File: src/scs_pkg.sv
// package: register map, field layout, constants and types of the clock switch
// Summary of operation
// - switching allowed only while config word bit 15 is programmed low
// - switching disabled: new source ignored, current source follows default
// - switching disabled: switch request bit held zero, writes ignored
// - control register writes rejected while the write lock is closed
// - unlock needs first key then second key, nothing in between
// - any non-key value written to the key register closes the lock
// - lock never closes by itself; unlocking also opens the guarded register
// - software loads new source, then sets switch request to start
// - request equal to current source is cleared and dropped
// - target oscillator turned on; crystals wait for start-up timer
// - PLL targets wait for PLL lock before completing
// - on success request clears and new source copies to current
// - old oscillator turned off unless another module still uses it
// - oscillator that never becomes ready leaves request set, old clock kept
// - direct switch between two PLL sources refused
// - software clearing request aborts switch, resets timer, stops PLL
// - new request during pending switch aborts the old one
// - sleep keeps switch pending; wait completes only after switch finishes
// - primary submode fixed by configuration only, never by software
// - new source code 7 selects fast RC oscillator with divider
// - processor keeps running on old clock during a pending switch
// - with switching enabled, clock failure forces current source 000 and cancels request
package scs_pkg;
  localparam int ADDR_W = 8;
  localparam logic [ADDR_W-1:0] ADDR_CTRL = 8'h00;
  localparam logic [ADDR_W-1:0] ADDR_KEY = 8'h04;
  localparam logic [ADDR_W-1:0] ADDR_GUARD = 8'h08;
  localparam int REQ_BIT = 0;
  localparam int LOCK_BIT = 4;
  localparam int NEW_LSB = 8;
  localparam int NEW_MSB = 10;
  localparam int CUR_LSB = 12;
  localparam int CUR_MSB = 14;
  localparam int CFG_SW_DIS_BIT = 15;
  localparam int CFG_DFLT_LSB = 0;
  localparam int CFG_DFLT_MSB = 2;
  localparam int CFG_SUBMODE_LSB = 8;
  localparam int CFG_SUBMODE_MSB = 9;
  localparam logic [31:0] CFG_RESET = 32'hFFFF_FFFF;
  localparam logic [31:0] KEY_ONE = 32'hAA99_6655;
  localparam logic [31:0] KEY_TWO = 32'h5566_99AA;
  localparam logic [31:0] GUARD_RESET = 32'h0000_0000;
  localparam logic [2:0] SRC_FAST_RC = 3'h0;
  localparam logic [2:0] SRC_FAST_RC_PLL = 3'h1;
  localparam logic [2:0] SRC_PRIMARY = 3'h2;
  localparam logic [2:0] SRC_PRIMARY_PLL = 3'h3;
  localparam logic [2:0] SRC_SECONDARY = 3'h4;
  localparam logic [2:0] SRC_LOW_POWER_RC = 3'h5;
  localparam logic [2:0] SRC_FAST_RC_DIV16 = 3'h6;
  localparam logic [2:0] SRC_FAST_RC_DIV = 3'h7;
  localparam logic [1:0] OSC_FAST_RC = 2'h0;
  localparam logic [1:0] OSC_PRIMARY = 2'h1;
  localparam logic [1:0] OSC_SECONDARY = 2'h2;
  localparam logic [1:0] OSC_LOW_POWER_RC = 2'h3;
  localparam logic [1:0] SUBMODE_EXT_CLK = 2'h0;
  localparam int STARTUP_W = 11;
  localparam logic [STARTUP_W-1:0] STARTUP_CYCLES = 11'h400;
  localparam logic [STARTUP_W-1:0] STARTUP_ONE = 11'h001;
  localparam logic [1:0] GAP_CYCLES = 2'h2;
  localparam logic [1:0] GAP_ONE = 2'h1;
  localparam logic [1:0] BOOT_LAST = 2'h1;
  localparam logic [1:0] BOOT_FILL = 2'h2;

  typedef enum logic [1:0] {ST_IDLE, ST_CHECK, ST_START} scs_state_t;

  typedef struct packed {
    logic psel;
    logic penable;
    logic pwrite;
    logic [ADDR_W-1:0] paddr;
    logic [31:0] pwdata;
  } scs_apb_req_t;

  typedef struct packed {
    logic [3:0] ready;
    logic [3:0] in_use;
    logic pll_lock;
    logic fail;
    logic sleep;
  } scs_osc_stat_t;

  typedef struct packed {
    logic [3:0] osc_en;
    logic pll_en;
    logic [2:0] mux_sel;
    logic mux_gate;
    logic wait_hold;
  } scs_osc_ctl_t;
endpackage

File: src/scs_clock_switch.sv
// module: system clock switch controller with key lock and APB registers
//
// Implementation choices: register access over APB and the register offsets.
`timescale 1ns/1ps
module scs_clock_switch (
  input wire logic pclk,
  input wire logic presetn,
  input wire scs_pkg::scs_apb_req_t apb_req,
  output logic [31:0] prdata,
  output logic pready,
  output logic pslverr,
  input wire logic [31:0] config_word_one,
  input wire scs_pkg::scs_osc_stat_t osc_stat,
  output scs_pkg::scs_osc_ctl_t osc_ctl,
  output logic [31:0] guarded_ctrl,
  output logic [2:0] current_source_stat,
  output logic system_write_lock
);
  import scs_pkg::*;

  function automatic logic [1:0] src_osc(input logic [2:0] src);
    case (src)
      SRC_PRIMARY, SRC_PRIMARY_PLL: src_osc = OSC_PRIMARY;
      SRC_SECONDARY: src_osc = OSC_SECONDARY;
      SRC_LOW_POWER_RC: src_osc = OSC_LOW_POWER_RC;
      default: src_osc = OSC_FAST_RC;
    endcase
  endfunction

  function automatic logic src_pll(input logic [2:0] src);
    src_pll = (src == SRC_FAST_RC_PLL) || (src == SRC_PRIMARY_PLL);
  endfunction

  function automatic logic src_xtal(input logic [2:0] src,
                                    input logic [1:0] mode);
    src_xtal = (src_osc(src) == OSC_SECONDARY) ||
               ((src_osc(src) == OSC_PRIMARY) && (mode != SUBMODE_EXT_CLK));
  endfunction

  // two-stage synchronisers for pins and configuration fuses
  scs_osc_stat_t stat_m_r;
  scs_osc_stat_t stat_s_r;
  logic [31:0] cfg_m_r;
  logic [31:0] cfg_s_r;
  logic [1:0] boot_r;
  logic boot_seen_r;

  always_ff @(posedge pclk or negedge presetn) begin
    if (!presetn) begin
      stat_m_r <= '0;
      stat_s_r <= '0;
      cfg_m_r <= CFG_RESET;
      cfg_s_r <= CFG_RESET;
      boot_r <= '0;
      boot_seen_r <= 1'b0;
    end else begin
      stat_m_r <= osc_stat;
      stat_s_r <= stat_m_r;
      cfg_m_r <= config_word_one;
      cfg_s_r <= cfg_m_r;
      boot_seen_r <= (boot_r == BOOT_FILL);
      if (boot_r != BOOT_FILL) begin
        boot_r <= boot_r + GAP_ONE;
      end
    end
  end

  wire boot_done = (boot_r == BOOT_FILL);
  // defaults load once, after the second sync stage holds real fuse values
  wire boot_load = boot_done & ~boot_seen_r;
  wire sw_en = ~cfg_s_r[CFG_SW_DIS_BIT] & boot_done;
  wire [2:0] dflt_src = cfg_s_r[CFG_DFLT_MSB:CFG_DFLT_LSB];
  // submode comes only from configuration; no register bit reaches it
  wire [1:0] submode = cfg_s_r[CFG_SUBMODE_MSB:CFG_SUBMODE_LSB];
  wire fail_evt = stat_s_r.fail & sw_en;

  // apb slave: answers in the first access cycle
  logic pready_r;
  logic pslverr_r;
  logic [31:0] prdata_r;
  logic locked_r;
  logic key1_r;
  logic req_r;
  logic [2:0] new_r;
  logic [2:0] cur_r;
  logic [2:0] tgt_r;
  logic [31:0] guard_r;
  scs_state_t state_r;
  scs_state_t state_nxt;
  logic [STARTUP_W-1:0] startup_cnt_r;

  wire setup = apb_req.psel & ~apb_req.penable;
  wire access = apb_req.psel & apb_req.penable & pready_r;
  wire hit_ctrl = (apb_req.paddr == ADDR_CTRL);
  wire hit_key = (apb_req.paddr == ADDR_KEY);
  wire hit_guard = (apb_req.paddr == ADDR_GUARD);
  wire mapped = hit_ctrl | hit_key | hit_guard;
  wire key_wr = access & apb_req.pwrite & hit_key;
  wire other_acc = access & ~key_wr;
  wire is_key1 = (apb_req.pwdata == KEY_ONE);
  wire is_key2 = (apb_req.pwdata == KEY_TWO);
  wire ctrl_wr = access & apb_req.pwrite & hit_ctrl & ~locked_r;
  wire guard_wr = access & apb_req.pwrite & hit_guard & ~locked_r;
  wire [2:0] wr_src = apb_req.pwdata[NEW_MSB:NEW_LSB];
  wire sw_req_set = ctrl_wr & sw_en & apb_req.pwdata[REQ_BIT];
  wire sw_req_clr = ctrl_wr & ~apb_req.pwdata[REQ_BIT];

  logic [31:0] ctrl_rd;
  always_comb begin
    ctrl_rd = '0;
    ctrl_rd[CUR_MSB:CUR_LSB] = cur_r;
    ctrl_rd[NEW_MSB:NEW_LSB] = new_r;
    ctrl_rd[LOCK_BIT] = locked_r;
    ctrl_rd[REQ_BIT] = req_r;
  end

  wire [31:0] rd_mux = hit_ctrl ? ctrl_rd : (hit_guard ? guard_r : '0);

  always_ff @(posedge pclk or negedge presetn) begin
    if (!presetn) begin
      pready_r <= 1'b0;
      pslverr_r <= 1'b0;
      prdata_r <= '0;
    end else begin
      pready_r <= setup;
      pslverr_r <= setup & ~mapped;
      prdata_r <= setup ? rd_mux : '0;
    end
  end

  // key lock: any access other than the second key breaks the pair
  always_ff @(posedge pclk or negedge presetn) begin
    if (!presetn) begin
      locked_r <= 1'b1;
      key1_r <= 1'b0;
    end else if (key_wr) begin
      if (key1_r && is_key2) begin
        locked_r <= 1'b0;
        key1_r <= 1'b0;
      end else if (key1_r) begin
        locked_r <= 1'b1;
        key1_r <= 1'b0;
      end else if (is_key1) begin
        key1_r <= 1'b1;
      end else if (!is_key2) begin
        locked_r <= 1'b1;
      end
    end else if (other_acc) begin
      key1_r <= 1'b0;
    end
  end

  always_ff @(posedge pclk or negedge presetn) begin
    if (!presetn) begin
      guard_r <= GUARD_RESET;
    end else if (guard_wr) begin
      guard_r <= apb_req.pwdata;
    end
  end

  // switch sequencer; the cpu clock never stalls while it waits
  wire busy = (state_r != ST_IDLE);
  wire [1:0] tgt_osc = src_osc(tgt_r);
  wire tgt_xtal = src_xtal(tgt_r, submode);
  wire tgt_ready = stat_s_r.ready[tgt_osc];
  wire timer_ok = ~tgt_xtal | (startup_cnt_r == STARTUP_CYCLES);
  wire pll_ok = ~src_pll(tgt_r) | stat_s_r.pll_lock;
  // completion is held off while asleep and taken up on wake
  wire start_ok = tgt_ready & timer_ok & pll_ok & ~stat_s_r.sleep;
  wire sw_hit = sw_req_set | sw_req_clr;
  wire redundant = (tgt_r == cur_r);
  wire pll_to_pll = src_pll(tgt_r) & src_pll(cur_r);
  wire check_drop = (state_r == ST_CHECK) & (redundant | pll_to_pll);
  wire commit = (state_r == ST_START) & start_ok & ~sw_hit & ~fail_evt &
                sw_en;
  wire hw_clr = (check_drop & ~sw_hit) | commit;

  always_comb begin
    state_nxt = state_r;
    if (!sw_en || fail_evt) begin
      state_nxt = ST_IDLE;
    end else if (sw_req_set) begin
      state_nxt = ST_CHECK;
    end else if (sw_req_clr) begin
      state_nxt = ST_IDLE;
    end else begin
      case (state_r)
        ST_IDLE: state_nxt = ST_IDLE;
        ST_CHECK: state_nxt = check_drop ? ST_IDLE : ST_START;
        ST_START: state_nxt = commit ? ST_IDLE : ST_START;
        default: state_nxt = ST_IDLE;
      endcase
    end
  end

  // a software set wins over a hardware clear in the same cycle
  wire req_nxt = (!sw_en || fail_evt) ? 1'b0 :
                 sw_req_set ? 1'b1 :
                 (sw_req_clr || hw_clr) ? 1'b0 : req_r;
  wire [2:0] cur_nxt = (boot_load || (boot_done && !sw_en)) ? dflt_src :
                       fail_evt ? SRC_FAST_RC :
                       commit ? tgt_r : cur_r;

  always_ff @(posedge pclk or negedge presetn) begin
    if (!presetn) begin
      state_r <= ST_IDLE;
      req_r <= 1'b0;
      new_r <= SRC_FAST_RC;
      tgt_r <= SRC_FAST_RC;
      cur_r <= SRC_FAST_RC;
    end else begin
      state_r <= state_nxt;
      req_r <= req_nxt;
      cur_r <= cur_nxt;
      if (ctrl_wr) begin
        new_r <= wr_src;
      end
      if (sw_req_set) begin
        tgt_r <= wr_src;
      end
    end
  end

  // start-up timer counts only while the target runs; aborts reset it
  always_ff @(posedge pclk or negedge presetn) begin
    if (!presetn) begin
      startup_cnt_r <= '0;
    end else if (state_nxt != ST_START || !tgt_ready) begin
      startup_cnt_r <= '0;
    end else if (startup_cnt_r != STARTUP_CYCLES) begin
      startup_cnt_r <= startup_cnt_r + STARTUP_ONE;
    end
  end

  // break-before-make mux: gate off, settle, change select, settle, gate on
  logic [2:0] mux_sel_r;
  logic mux_gate_r;
  logic [1:0] gap_r;

  always_ff @(posedge pclk or negedge presetn) begin
    if (!presetn) begin
      mux_sel_r <= SRC_FAST_RC;
      mux_gate_r <= 1'b0;
      gap_r <= '0;
    end else if (mux_sel_r != cur_r) begin
      if (mux_gate_r) begin
        mux_gate_r <= 1'b0;
        gap_r <= '0;
      end else if (gap_r == GAP_CYCLES) begin
        mux_sel_r <= cur_r;
        gap_r <= '0;
      end else begin
        gap_r <= gap_r + GAP_ONE;
      end
    end else if (!mux_gate_r) begin
      if (gap_r == GAP_CYCLES) begin
        mux_gate_r <= 1'b1;
        gap_r <= '0;
      end else begin
        gap_r <= gap_r + GAP_ONE;
      end
    end
  end

  // oscillator enables: current, mux, pending target, or another user
  logic [3:0] osc_en_nxt;
  logic [3:0] osc_en_r;
  logic pll_en_r;
  logic wait_hold_r;

  genvar g;
  generate
    for (g = 0; g < 4; g = g + 1) begin : g_osc
      assign osc_en_nxt[g] = (src_osc(cur_r) == 2'(g)) ||
                             (src_osc(mux_sel_r) == 2'(g)) ||
                             (busy && (tgt_osc == 2'(g))) ||
                             stat_s_r.in_use[g];
    end
  endgenerate

  wire pll_en_nxt = src_pll(cur_r) | src_pll(mux_sel_r) |
                    (busy & src_pll(tgt_r));
  wire wait_hold_nxt = (state_nxt != ST_IDLE) &
                       (stat_s_r.sleep | wait_hold_r);

  always_ff @(posedge pclk or negedge presetn) begin
    if (!presetn) begin
      osc_en_r <= 4'h1;
      pll_en_r <= 1'b0;
      wait_hold_r <= 1'b0;
    end else begin
      osc_en_r <= osc_en_nxt;
      pll_en_r <= pll_en_nxt;
      wait_hold_r <= wait_hold_nxt;
    end
  end

  assign prdata = prdata_r;
  assign pready = pready_r;
  assign pslverr = pslverr_r;
  assign guarded_ctrl = guard_r;
  assign current_source_stat = cur_r;
  assign system_write_lock = locked_r;
  assign osc_ctl = {osc_en_r, pll_en_r, mux_sel_r, mux_gate_r, wait_hold_r};

  a_req_held_low: assert property (@(posedge pclk) disable iff (!presetn)
    !sw_en |=> !req_r) else $error("request bit set while switching disabled");
  a_locked_ignore: assert property (@(posedge pclk) disable iff (!presetn)
    (locked_r && access && apb_req.pwrite && hit_ctrl) |=> $stable(new_r))
    else $error("control written while locked");
  a_guard_locked: assert property (@(posedge pclk) disable iff (!presetn)
    (locked_r && access && apb_req.pwrite && hit_guard) |=> $stable(guard_r))
    else $error("guarded register written while locked");

  // key lock
  a_unlock_pair: assert property (@(posedge pclk) disable iff (!presetn)
    (key_wr && is_key2 && key1_r) |=> !locked_r)
    else $error("key pair did not unlock");
  a_pair_break: assert property (@(posedge pclk) disable iff (!presetn)
    other_acc |=> !key1_r) else $error("key pair survived another access");
  a_relock_key: assert property (@(posedge pclk) disable iff (!presetn)
    (key_wr && !is_key1 && !is_key2) |=> locked_r)
    else $error("non-key write did not lock");
  a_stay_open: assert property (@(posedge pclk) disable iff (!presetn)
    (!locked_r && !key_wr) |=> !locked_r) else $error("lock closed by itself");

  // switch sequencer
  a_disabled_dflt: assert property (@(posedge pclk)
    disable iff (!presetn)
    (boot_done && !sw_en) |=> (cur_r == $past(dflt_src)))
    else $error("current source does not follow default");
  a_redundant_drop: assert property (@(posedge pclk)
    disable iff (!presetn)
    (state_r == ST_CHECK && redundant && !sw_hit && !fail_evt && sw_en)
    |=> (!req_r && state_r == ST_IDLE && $stable(cur_r)))
    else $error("redundant switch not dropped");
  a_commit_copy: assert property (@(posedge pclk) disable iff (!presetn)
    commit |=> (cur_r == $past(tgt_r) && !req_r))
    else $error("switch completion did not update status");
  a_timer_wait: assert property (@(posedge pclk) disable iff (!presetn)
    (commit && tgt_xtal) |-> ($past(startup_cnt_r) != '0 &&
    startup_cnt_r == STARTUP_CYCLES)) else $error("crystal not timed");
  a_pll_wait: assert property (@(posedge pclk) disable iff (!presetn)
    (state_r == ST_START && src_pll(tgt_r) && !stat_s_r.pll_lock &&
    sw_en && !fail_evt) |=> $stable(cur_r))
    else $error("switch completed without pll lock");
  a_pll_refuse: assert property (@(posedge pclk) disable iff (!presetn)
    (state_r == ST_CHECK && pll_to_pll && !sw_hit && !fail_evt && sw_en)
    |=> (!req_r && $stable(cur_r))) else $error("pll to pll switch allowed");
  a_restart_new: assert property (@(posedge pclk) disable iff (!presetn)
    (busy && sw_req_set && !fail_evt) |=>
    (state_r == ST_CHECK && tgt_r == $past(wr_src) && req_r))
    else $error("new request did not restart the switch");
  a_fail_force: assert property (@(posedge pclk) disable iff (!presetn)
    fail_evt |=> (cur_r == SRC_FAST_RC && !req_r))
    else $error("clock failure did not force fast rc");
  a_abort_clear: assert property (@(posedge pclk) disable iff (!presetn)
    (busy && sw_req_clr && sw_en && !fail_evt) |=>
    (state_r == ST_IDLE && startup_cnt_r == '0 && !req_r))
    else $error("abort did not stop the switch");
  a_pll_stop: assert property (@(posedge pclk) disable iff (!presetn)
    (busy && sw_req_clr && !src_pll(cur_r) && !src_pll(mux_sel_r))
    |=> ##1 !pll_en_r) else $error("pll left running after abort");

  // sleep, oscillators and mux
  a_sleep_wait: assert property (@(posedge pclk) disable iff (!presetn)
    (state_r == ST_START && stat_s_r.sleep && sw_en && !fail_evt)
    |=> $stable(cur_r)) else $error("switch completed during sleep");
  a_hold_wait: assert property (@(posedge pclk) disable iff (!presetn)
    (busy && stat_s_r.sleep && state_nxt != ST_IDLE) |=> wait_hold_r)
    else $error("wait completion not held during sleep");
  a_wait_free: assert property (@(posedge pclk) disable iff (!presetn)
    (state_nxt == ST_IDLE) |=> !wait_hold_r)
    else $error("wait completion held with no switch pending");
  a_osc_start: assert property (@(posedge pclk) disable iff (!presetn)
    busy |=> osc_en_r[$past(tgt_osc)])
    else $error("target oscillator not enabled");
  a_mux_break: assert property (@(posedge pclk) disable iff (!presetn)
    (mux_sel_r != $past(mux_sel_r)) |-> (!mux_gate_r && !$past(mux_gate_r)
    && !$past(mux_gate_r, 2))) else $error("mux select changed while gated");
endmodule // scs_clock_switch

File: config.mk
export PLATFORM = sky130hd
export DESIGN_NAME = scs_clock_switch
export DESIGN_NICKNAME = d
export VERILOG_FILES = /design/src/scs_pkg.sv /design/src/scs_clock_switch.sv
export SDC_FILE = /design/constraint.sdc
export NUM_CORES = 1
export LEC_CHECK = 0
export BUFFER_PORTS_ARGS = -buffer_cell sky130_fd_sc_hd__buf_2
export CAP_MARGIN = 0
export CORE_ASPECT_RATIO = 1.5
export CORE_MARGIN = 2
export CORE_UTILIZATION = 48
export CTS_BUF_LIST = sky130_fd_sc_hd__clkbuf_2
export CTS_CLUSTER_SIZE = 12
export DETAILED_ROUTE_END_ITERATION = 7
export PLACE_DENSITY = 0.88
export SLEW_MARGIN = 20
export SYNTH_ARGS = -nofsm -noshare
export SYNTH_HDL_FRONTEND = slang
export SYNTH_SLANG_ARGS = --single-unit
export TNS_END_PERCENT = 1
File: constraint.sdc
create_clock -name pclk -period 1.9 [get_ports pclk]
set_input_delay 0.095 -clock pclk [delete_from_list [all_inputs] [get_ports pclk]]
set_output_delay 0.095 -clock pclk [all_outputs]
set_load 0.02 [all_outputs]
### Word level (Yosys, flattened, before mapping)

Cells that the tools add are included.

* bits in latches: 0
* logic and storage cells: 212
* memory bits (read-only): 0
* register bits after elaboration: 160
* memories: 0
* input port bits: 88
* bits in writable memories: 0

* $add $sub $neg: 3
* $lt $le $gt $ge: 1
* muxes and demuxes: 38
* $mul: 0
* divide/modulo/power cells: 0
* shift operators: 0
* reduce and logical (&&, ||, !) cells: 45
* bitwise logic cells: 52
* equal/unequal tests: 41

Operators with widths (number)
* 2-to-1 mux 32 bit: 3
* equality test 32 x 31 -> 1 bit (second input constant): 1
* equality test 32 bit (second input constant): 1
* bitwise AND 1 bit: 29
* 2-to-1 mux 11 bit: 2
* logical OR 1 bit: 20
* equality test 2 bit (second input constant): 9
* equality test 3 x 2 -> 1 bit (second input constant): 6
* equality test 3 bit (second input constant): 6
* 2-to-1 mux 2 bit: 9
* one-hot mux 2 bit (3 select lines): 3
* 2-to-1 mux 1 bit: 16
* inverter 1 bit: 13
* adder 11 x 1 -> 11 bit (second input constant): 1
* equality test 11 bit (second input constant): 1
* != test 11 bit (second input constant): 1
* OR 1 bit: 10
* nonzero test 2 bit: 5
* equality test 3 x 1 -> 1 bit (second input constant): 3
* 2-to-1 mux 3 bit: 3
* equality test 2 x 1 -> 1 bit (second input constant): 4
* equality test 8 x 3 -> 1 bit (second input constant): 1
* equality test 8 x 4 -> 1 bit (second input constant): 1
* logical NOT 8 bit: 1
* other kinds (15): 31

### Depth between registers and ports, before layout

* word-level depth: 23
* depth in mapped cells: 9
* depth with buffers taken out: 7

### Worst setup path before layout

No wires, ideal clock.

* path kind: reg2reg
* from: register boot_r[0]
* to: register startup_cnt_r[0]
* clock period less this slack: 1.979 ns
* buffers on the path: 2
* arrival: 1.908 ns
* cell stages (with the launch flop): 10
* slack: -0.079 ns
* cells stage by stage: dfrtp_1 -> inv_1 -> ha_1 -> clkbuf_1 -> nor3b_1 -> and2_1 -> nand2_1 -> a211o_1 -> buf_2 -> nor2_1

* longest elaborated chain between the ends: 17
* elaborated cells on any way between the ends: 22
* those cells by class: eq/ne: 2; mux: 6; bitwise: 10; reduce/logical: 4

RTL lines
* from (decl): line scs_clock_switch.sv:45 `logic [1:0] boot_r;`
* from (signal assigned): line scs_clock_switch.sv:63 `boot_r <= boot_r + GAP_ONE;`
* equality test 2 bit *: line scs_clock_switch.sv:68 `wire boot_done = (boot_r == BOOT_FILL);`
* named net boot_done: line scs_clock_switch.sv:68
* bitwise AND 1 bit *: line scs_clock_switch.sv:71 `wire sw_en = ~cfg_s_r[CFG_SW_DIS_BIT] & boot_done;`
* bitwise AND 1 bit (2 in a row): line scs_clock_switch.sv:105 `wire sw_req_set = ctrl_wr & sw_en & apb_req.pwdata[REQ_BIT];`
* OR 1 bit: line scs_clock_switch.sv:170 `wire sw_hit = sw_req_set | sw_req_clr;`
* inverter 1 bit: line scs_clock_switch.sv:174 `wire commit = (state_r == ST_START) & start_ok & ~sw_hit & ~fail_evt &`
* bitwise AND 1 bit (3 in a row): line scs_clock_switch.sv:174
* 2-to-1 mux 2 bit: line scs_clock_switch.sv:190 `ST_START: state_nxt = commit ? ST_IDLE : ST_START;`
* one-hot mux 2 bit (2 select lines): line scs_clock_switch.sv:187 `case (state_r)`
* 2-to-1 mux 2 bit: line scs_clock_switch.sv:184 `end else if (sw_req_clr) begin`
* 2-to-1 mux 2 bit: line scs_clock_switch.sv:182 `end else if (sw_req_set) begin`
* 2-to-1 mux 2 bit *: line scs_clock_switch.sv:180 `if (!sw_en || fail_evt) begin`
* != test 2 bit *: line scs_clock_switch.sv:228 `end else if (state_nxt != ST_START || !tgt_ready) begin`
* logical OR 1 bit *: line scs_clock_switch.sv:228
* 2-to-1 mux 11 bit / nonzero test 2 bit (equally long branches)
* to (signal assigned): line scs_clock_switch.sv:231 `startup_cnt_r <= startup_cnt_r + STARTUP_ONE;`
* to (decl): line scs_clock_switch.sv:90 `logic [STARTUP_W-1:0] startup_cnt_r;`

Mark *: on every way through the listed nets, which the timed path passes. The rest lies on a longest branch.
A chain may end at the register's enable or synchronous reset.

### Worst setup path after layout

* from: input port apb_req[32] in the netlist's numbering
* to: register req_r

* longest elaborated chain between the ends: 13
* elaborated cells on any way between the ends: 17
* those cells by class: mux: 2; bitwise: 12; reduce/logical: 3

RTL lines
* from (decl): line scs_clock_switch.sv:8 `input wire scs_pkg::scs_apb_req_t apb_req,`
* logical NOT 8 bit *: line scs_clock_switch.sv:94 `wire hit_ctrl = (apb_req.paddr == ADDR_CTRL);`
* bitwise AND 1 bit * (2 in a row): line scs_clock_switch.sv:102 `wire ctrl_wr = access & apb_req.pwrite & hit_ctrl & ~locked_r;`
* bitwise AND 1 bit (2 in a row): line scs_clock_switch.sv:105
* OR 1 bit: line scs_clock_switch.sv:170
* inverter 1 bit: line scs_clock_switch.sv:174, scs_clock_switch.sv:176
* bitwise AND 1 bit (3 in a row): line scs_clock_switch.sv:174
* OR 1 bit: line scs_clock_switch.sv:176 `wire hw_clr = (check_drop & ~sw_hit) | commit;`
* logical OR 1 bit: line scs_clock_switch.sv:199 `(sw_req_clr || hw_clr) ? 1'b0 : req_r;`
* nonzero test 3 bit (no source line)
* to (signal assigned): line scs_clock_switch.sv:213 `req_r <= req_nxt;`
* to (decl): line scs_clock_switch.sv:83 `logic req_r;`

Mark *: on every way between the ends. The rest lies on a longest branch, timed or not.

==> metrics.md <==
| Metric | Value |
|---|---|
| ANT nets after route | 0 |
| Hpwl dp | 10.7 mm |
| Xor and xnor area share after synthesis | 2.77% |
| Die Y-Extent | 137 um |
| Post-route DRC | 0 |
| Initial antenna violation count | 0 |
| Syn_nets | 519 |
| Multi-input combinational cell area | 2110 sq um |
| Area share of the largest cell type after synthesis | 55.5% |
| Most frequent cell after synthesis | dfrtp_1 |
| EDFF count, synth | 0 |
| Fin. max-slew vios | 0 |
| CTS sink cnt | 140 |
| Tmin final | 1.87 ns |
| Hold violation count in the final report | 0 |
| CTS tree | built |
| Worst EP arrival | 2.50 ns |
| Least-Margin Pin Slew | 1.04 ns |
| WL per Instance | 19.5 um |
| Antenna Cells | 0 |
| Sequential cell area | 3520 sq um |
| Ys flop type | dfrtp_1 |
| Largest net degree at the start of global routing | 78 |
| Startpoint types | input port |
| Top cell type by total area after synthesis | dfrtp_1 |
| Synthesized area | 5680 sq um |
| Fin util | 68.8% |
| DR vias/cell | 5.42 |
| Setup violators final | 0 |
| Clock Skew | 0.0250 ns |
| Required time worst endpoint | 2.53 ns |
| Post-synthesis simple-gate area fraction | 14.6% |
| Flop pwr share | 55.8% |
| P_leak | 4.07 nW |
| Status | complete, no violations |
| H-tree depth | 4 |
| Cell mode on critical path | dlygate4sd3_1 |
| PortBufs | 141 |
| Die width | 92.8 um |
| Fin crit share | 98.2% |
| Critical path's largest stage delay | 0.56 ns |
| Crit path cell chain | dlygate4sd3_1, buf_2, or4_4, nand4b_2, buf_4, dlygate4sd3_1, o32ai_1 |
| Sequential area share after synthesis | 62.0% |
| CP Buf/Inv Count | 4 |
| Final WL | 16.4 mm |
| GP Congestion | 0.838 |
| Drt first pass iters | 5 |
| Syn Area/Cell | 13.4 sq um |
| RSZ-0062 raised after global routing | true |
| CP Capture Type | flip-flop |
| Synthesized flop and latch total | 140 |
| # rows | 48 |
| Layout cell share with drive strength beyond 1 | 41.0% |
| Synth Area in Compound Gates | 6.61% |
| Post-synthesis cell type count | 56 |
| GRT Overall Usage | 26.9% |
| Dpl ws | -0.159 ns |
| Vias in the first global route | 4988 |
| Fillers | 810 |
| WS Path Type | in -> reg |
| Switching Share | 29.2% |
| Clock power frac | 30.9% |
| Final #Nets | 773 |
| Clock Tree Root | clkbuf_2 |
| Clock slew at reported path FFs | 0.22 ns |
| Rel. slew slack | 30.1% |
| Synth cell count leaders | dfrtp_1 (126), nor2_1 (31), mux2_4 (30) |
| Peak supply drop | 0.000559 V |
| Post-synth ARST share | 100% |
| Synth Area in Adders | 1.32% |
| Switching pwr | 1.70 mW |
| IO Pins | 168 |
| Vias | 4566 |
| Max-cap viol count | 0 |
| First-pass GRT wire length | 25.7 mm |
| Largest family of logic cells by synthesized area | simple AND/OR/NAND/NOR gates |
| Clock insertion delay at the later pin of the skew report | 0.70 ns |
| PnR worst setup slack | 0.0345 ns |
| Hold WC Path Type | in -> reg |
| P_int | 4.12 mW |
| CTS buffer count | 17 |
| Slowest-stage cell, CP | dlygate4sd3_1 |
| Top cells by area, synth | dfrtp_1 (55%), mux2_4 (7.9%), dfstp_2 (6.5%), and3_1 (2.8%), nor4bb_1 (2.3%) |
| Clock buffer depth | 2 |
| Crit-path leading delay family | buffers and inverters |
| Yosys Warn Count | 0 |
| Core area | 11500 sq um |
| Die area | 12700 sq um |
| Cells after Synth | 425 |
| Detailed Route Iter0 Violations | 231 |
| Pwr per Cell Area | 734 nW/um^2 |
| Gate power share | 13.4% |
| Max FO, Critical Path | 5 |
| Mux cell area share after synthesis | 9.91% |
| Max Clock Freq | 0.536 GHz |
| Starting density of the core | 49.3% |
| GR Overflow Total | 0 |
| Area grow syn2layout | 39.5% |
==> cells in the final DEF (no fill, tap or decap), types with 12 or more instances in the layout <==
master,netlist,final
nor4bb_1,13,13
nor2_1,31,31
and3_1,25,25
dfstp_2,14,14
buf_4,5,32
inv_1,12,12
buf_2,2,140
clkbuf_2,0,17
nand2_1,15,15
mux2_4,30,30
dfrtp_1,126,125
dlygate4sd3_1,0,78
==> state kept, by name, indices dropped and copies added, names as in the netlist, 2 cells and up <==
register,cells
startup_cnt_r,11
stat_s_r,11
boot_r,2
osc_en_r,4
mux_sel_r,3
new_r,3
cfg_m_r,6
current_source_stat,3
tgt_r,3
stat_m_r,11
prdata,32
gap_r,2
cfg_s_r,6
guarded_ctrl,32
state_r,2
==> worst reg2reg max path, cell delays in order (launching register included) <==
cell and delay [ns]:
dfrtp_1 0.44, and4_4 0.28, nand4b_2 0.19, buf_4 0.23, dlygate4sd3_1 0.56, o32ai_1 0.11
==> cells by family after synthesis <==
group | after synthesis
DFF | 140
muxes | 40
adders and majority gates | 6
xor gates and xnor gates | 18
AOI/OAI and AO/OA | 51
and+or+nand+nor | 138
buffers and inverters | 32
==> path summary, 6_finish.rpt <==
| kind | start | endpoint | slack (ns) | cells past startpoint |
|---|---|---|---|---|
| max in group asynchronous | presetn | cfg_m_r[8]$_DFF_PN1_ | 0.98 | 4 |
| min in group asynchronous | presetn | prdata[11]$_DFF_PN0_ | 0.41 | 4 |
| hold / removal | osc_stat[1] | stat_m_r[1]$_DFF_PN0_ | 0.05 | 2 |
| setup reg to reg | pready$_DFF_PN0_ | req_r$_DFFE_PN0P_ | 0.04 | 5 |
| hold reg to reg | cfg_m_r[8]$_DFF_PN1_ | cfg_s_r[8]$_DFF_PN1_ | 0.35 | 0 |
| setup / recovery | apb_req[32] | req_r$_DFFE_PN0P_ | 0.03 | 7 |
==> what timing repair did <==
| action | 4_1_cts | 5_1_grt |
|---|---|---|
| hold buffers | 78 | 1 |
| pin swaps | 1 | 3 |
| endpoints found under the setup margin | 14 | 17 |
| resized for setup | 6 | 15 |
| setup buffers | 0 | 1 |
| endpoints found under the hold margin | 210 | 1 |
==> power groups by stage <==
| stage | sequential [mW] | clock (mW) | combinational [mW] |
|---|---|---|---|
| after floorplan | 3.34 | 0 | 0.279 |
| after global placement | 3.29 | 0 | 0.605 |
| after detailed placement | 3.30 | 0 | 0.627 |
| after CTS | 3.24 | 1.82 | 0.759 |
| after global routing | 3.27 | 1.94 | 0.836 |
| final | 3.25 | 1.80 | 0.779 |
==> final cells by class <==
class                   instances  share of cell area [%]
multi-input cells             253                    26.7
well taps                     150                    2.37
flip-flops and latches        140                    44.4
clock buffers                  17                    1.07
inverters                      12                   0.568
clock inverters                15                    2.04
repair buffers                255                    22.9
==> per-layer routing <==
metal	GRT usage, %	vias to the layer above	routed length [um]
li1	-	2036	-
met1	29.0	2258	5910
met2	48.8	227	8810
met3	6.62	45	1060
met4	13.3	0	654
met5	0	-	0
==> per-stage QoR <==
stage               hold WS (ns)  TNS [ns]  std cells  instance area [sq um]  power [mW]
floorplan                 -0.201    -0.117        425                   5690        3.62
global placement         -0.0274         0        730                   6760        3.89
detailed placement       -0.0212    -0.654        730                   6760        3.92
CTS                     0.000889  -0.00487        840                   7830        5.82
global route             0.00713   -0.0873        842                   7930        6.05
finish                    0.0487         0        842                   7930        5.82
(Power assumes the default switching activity.)
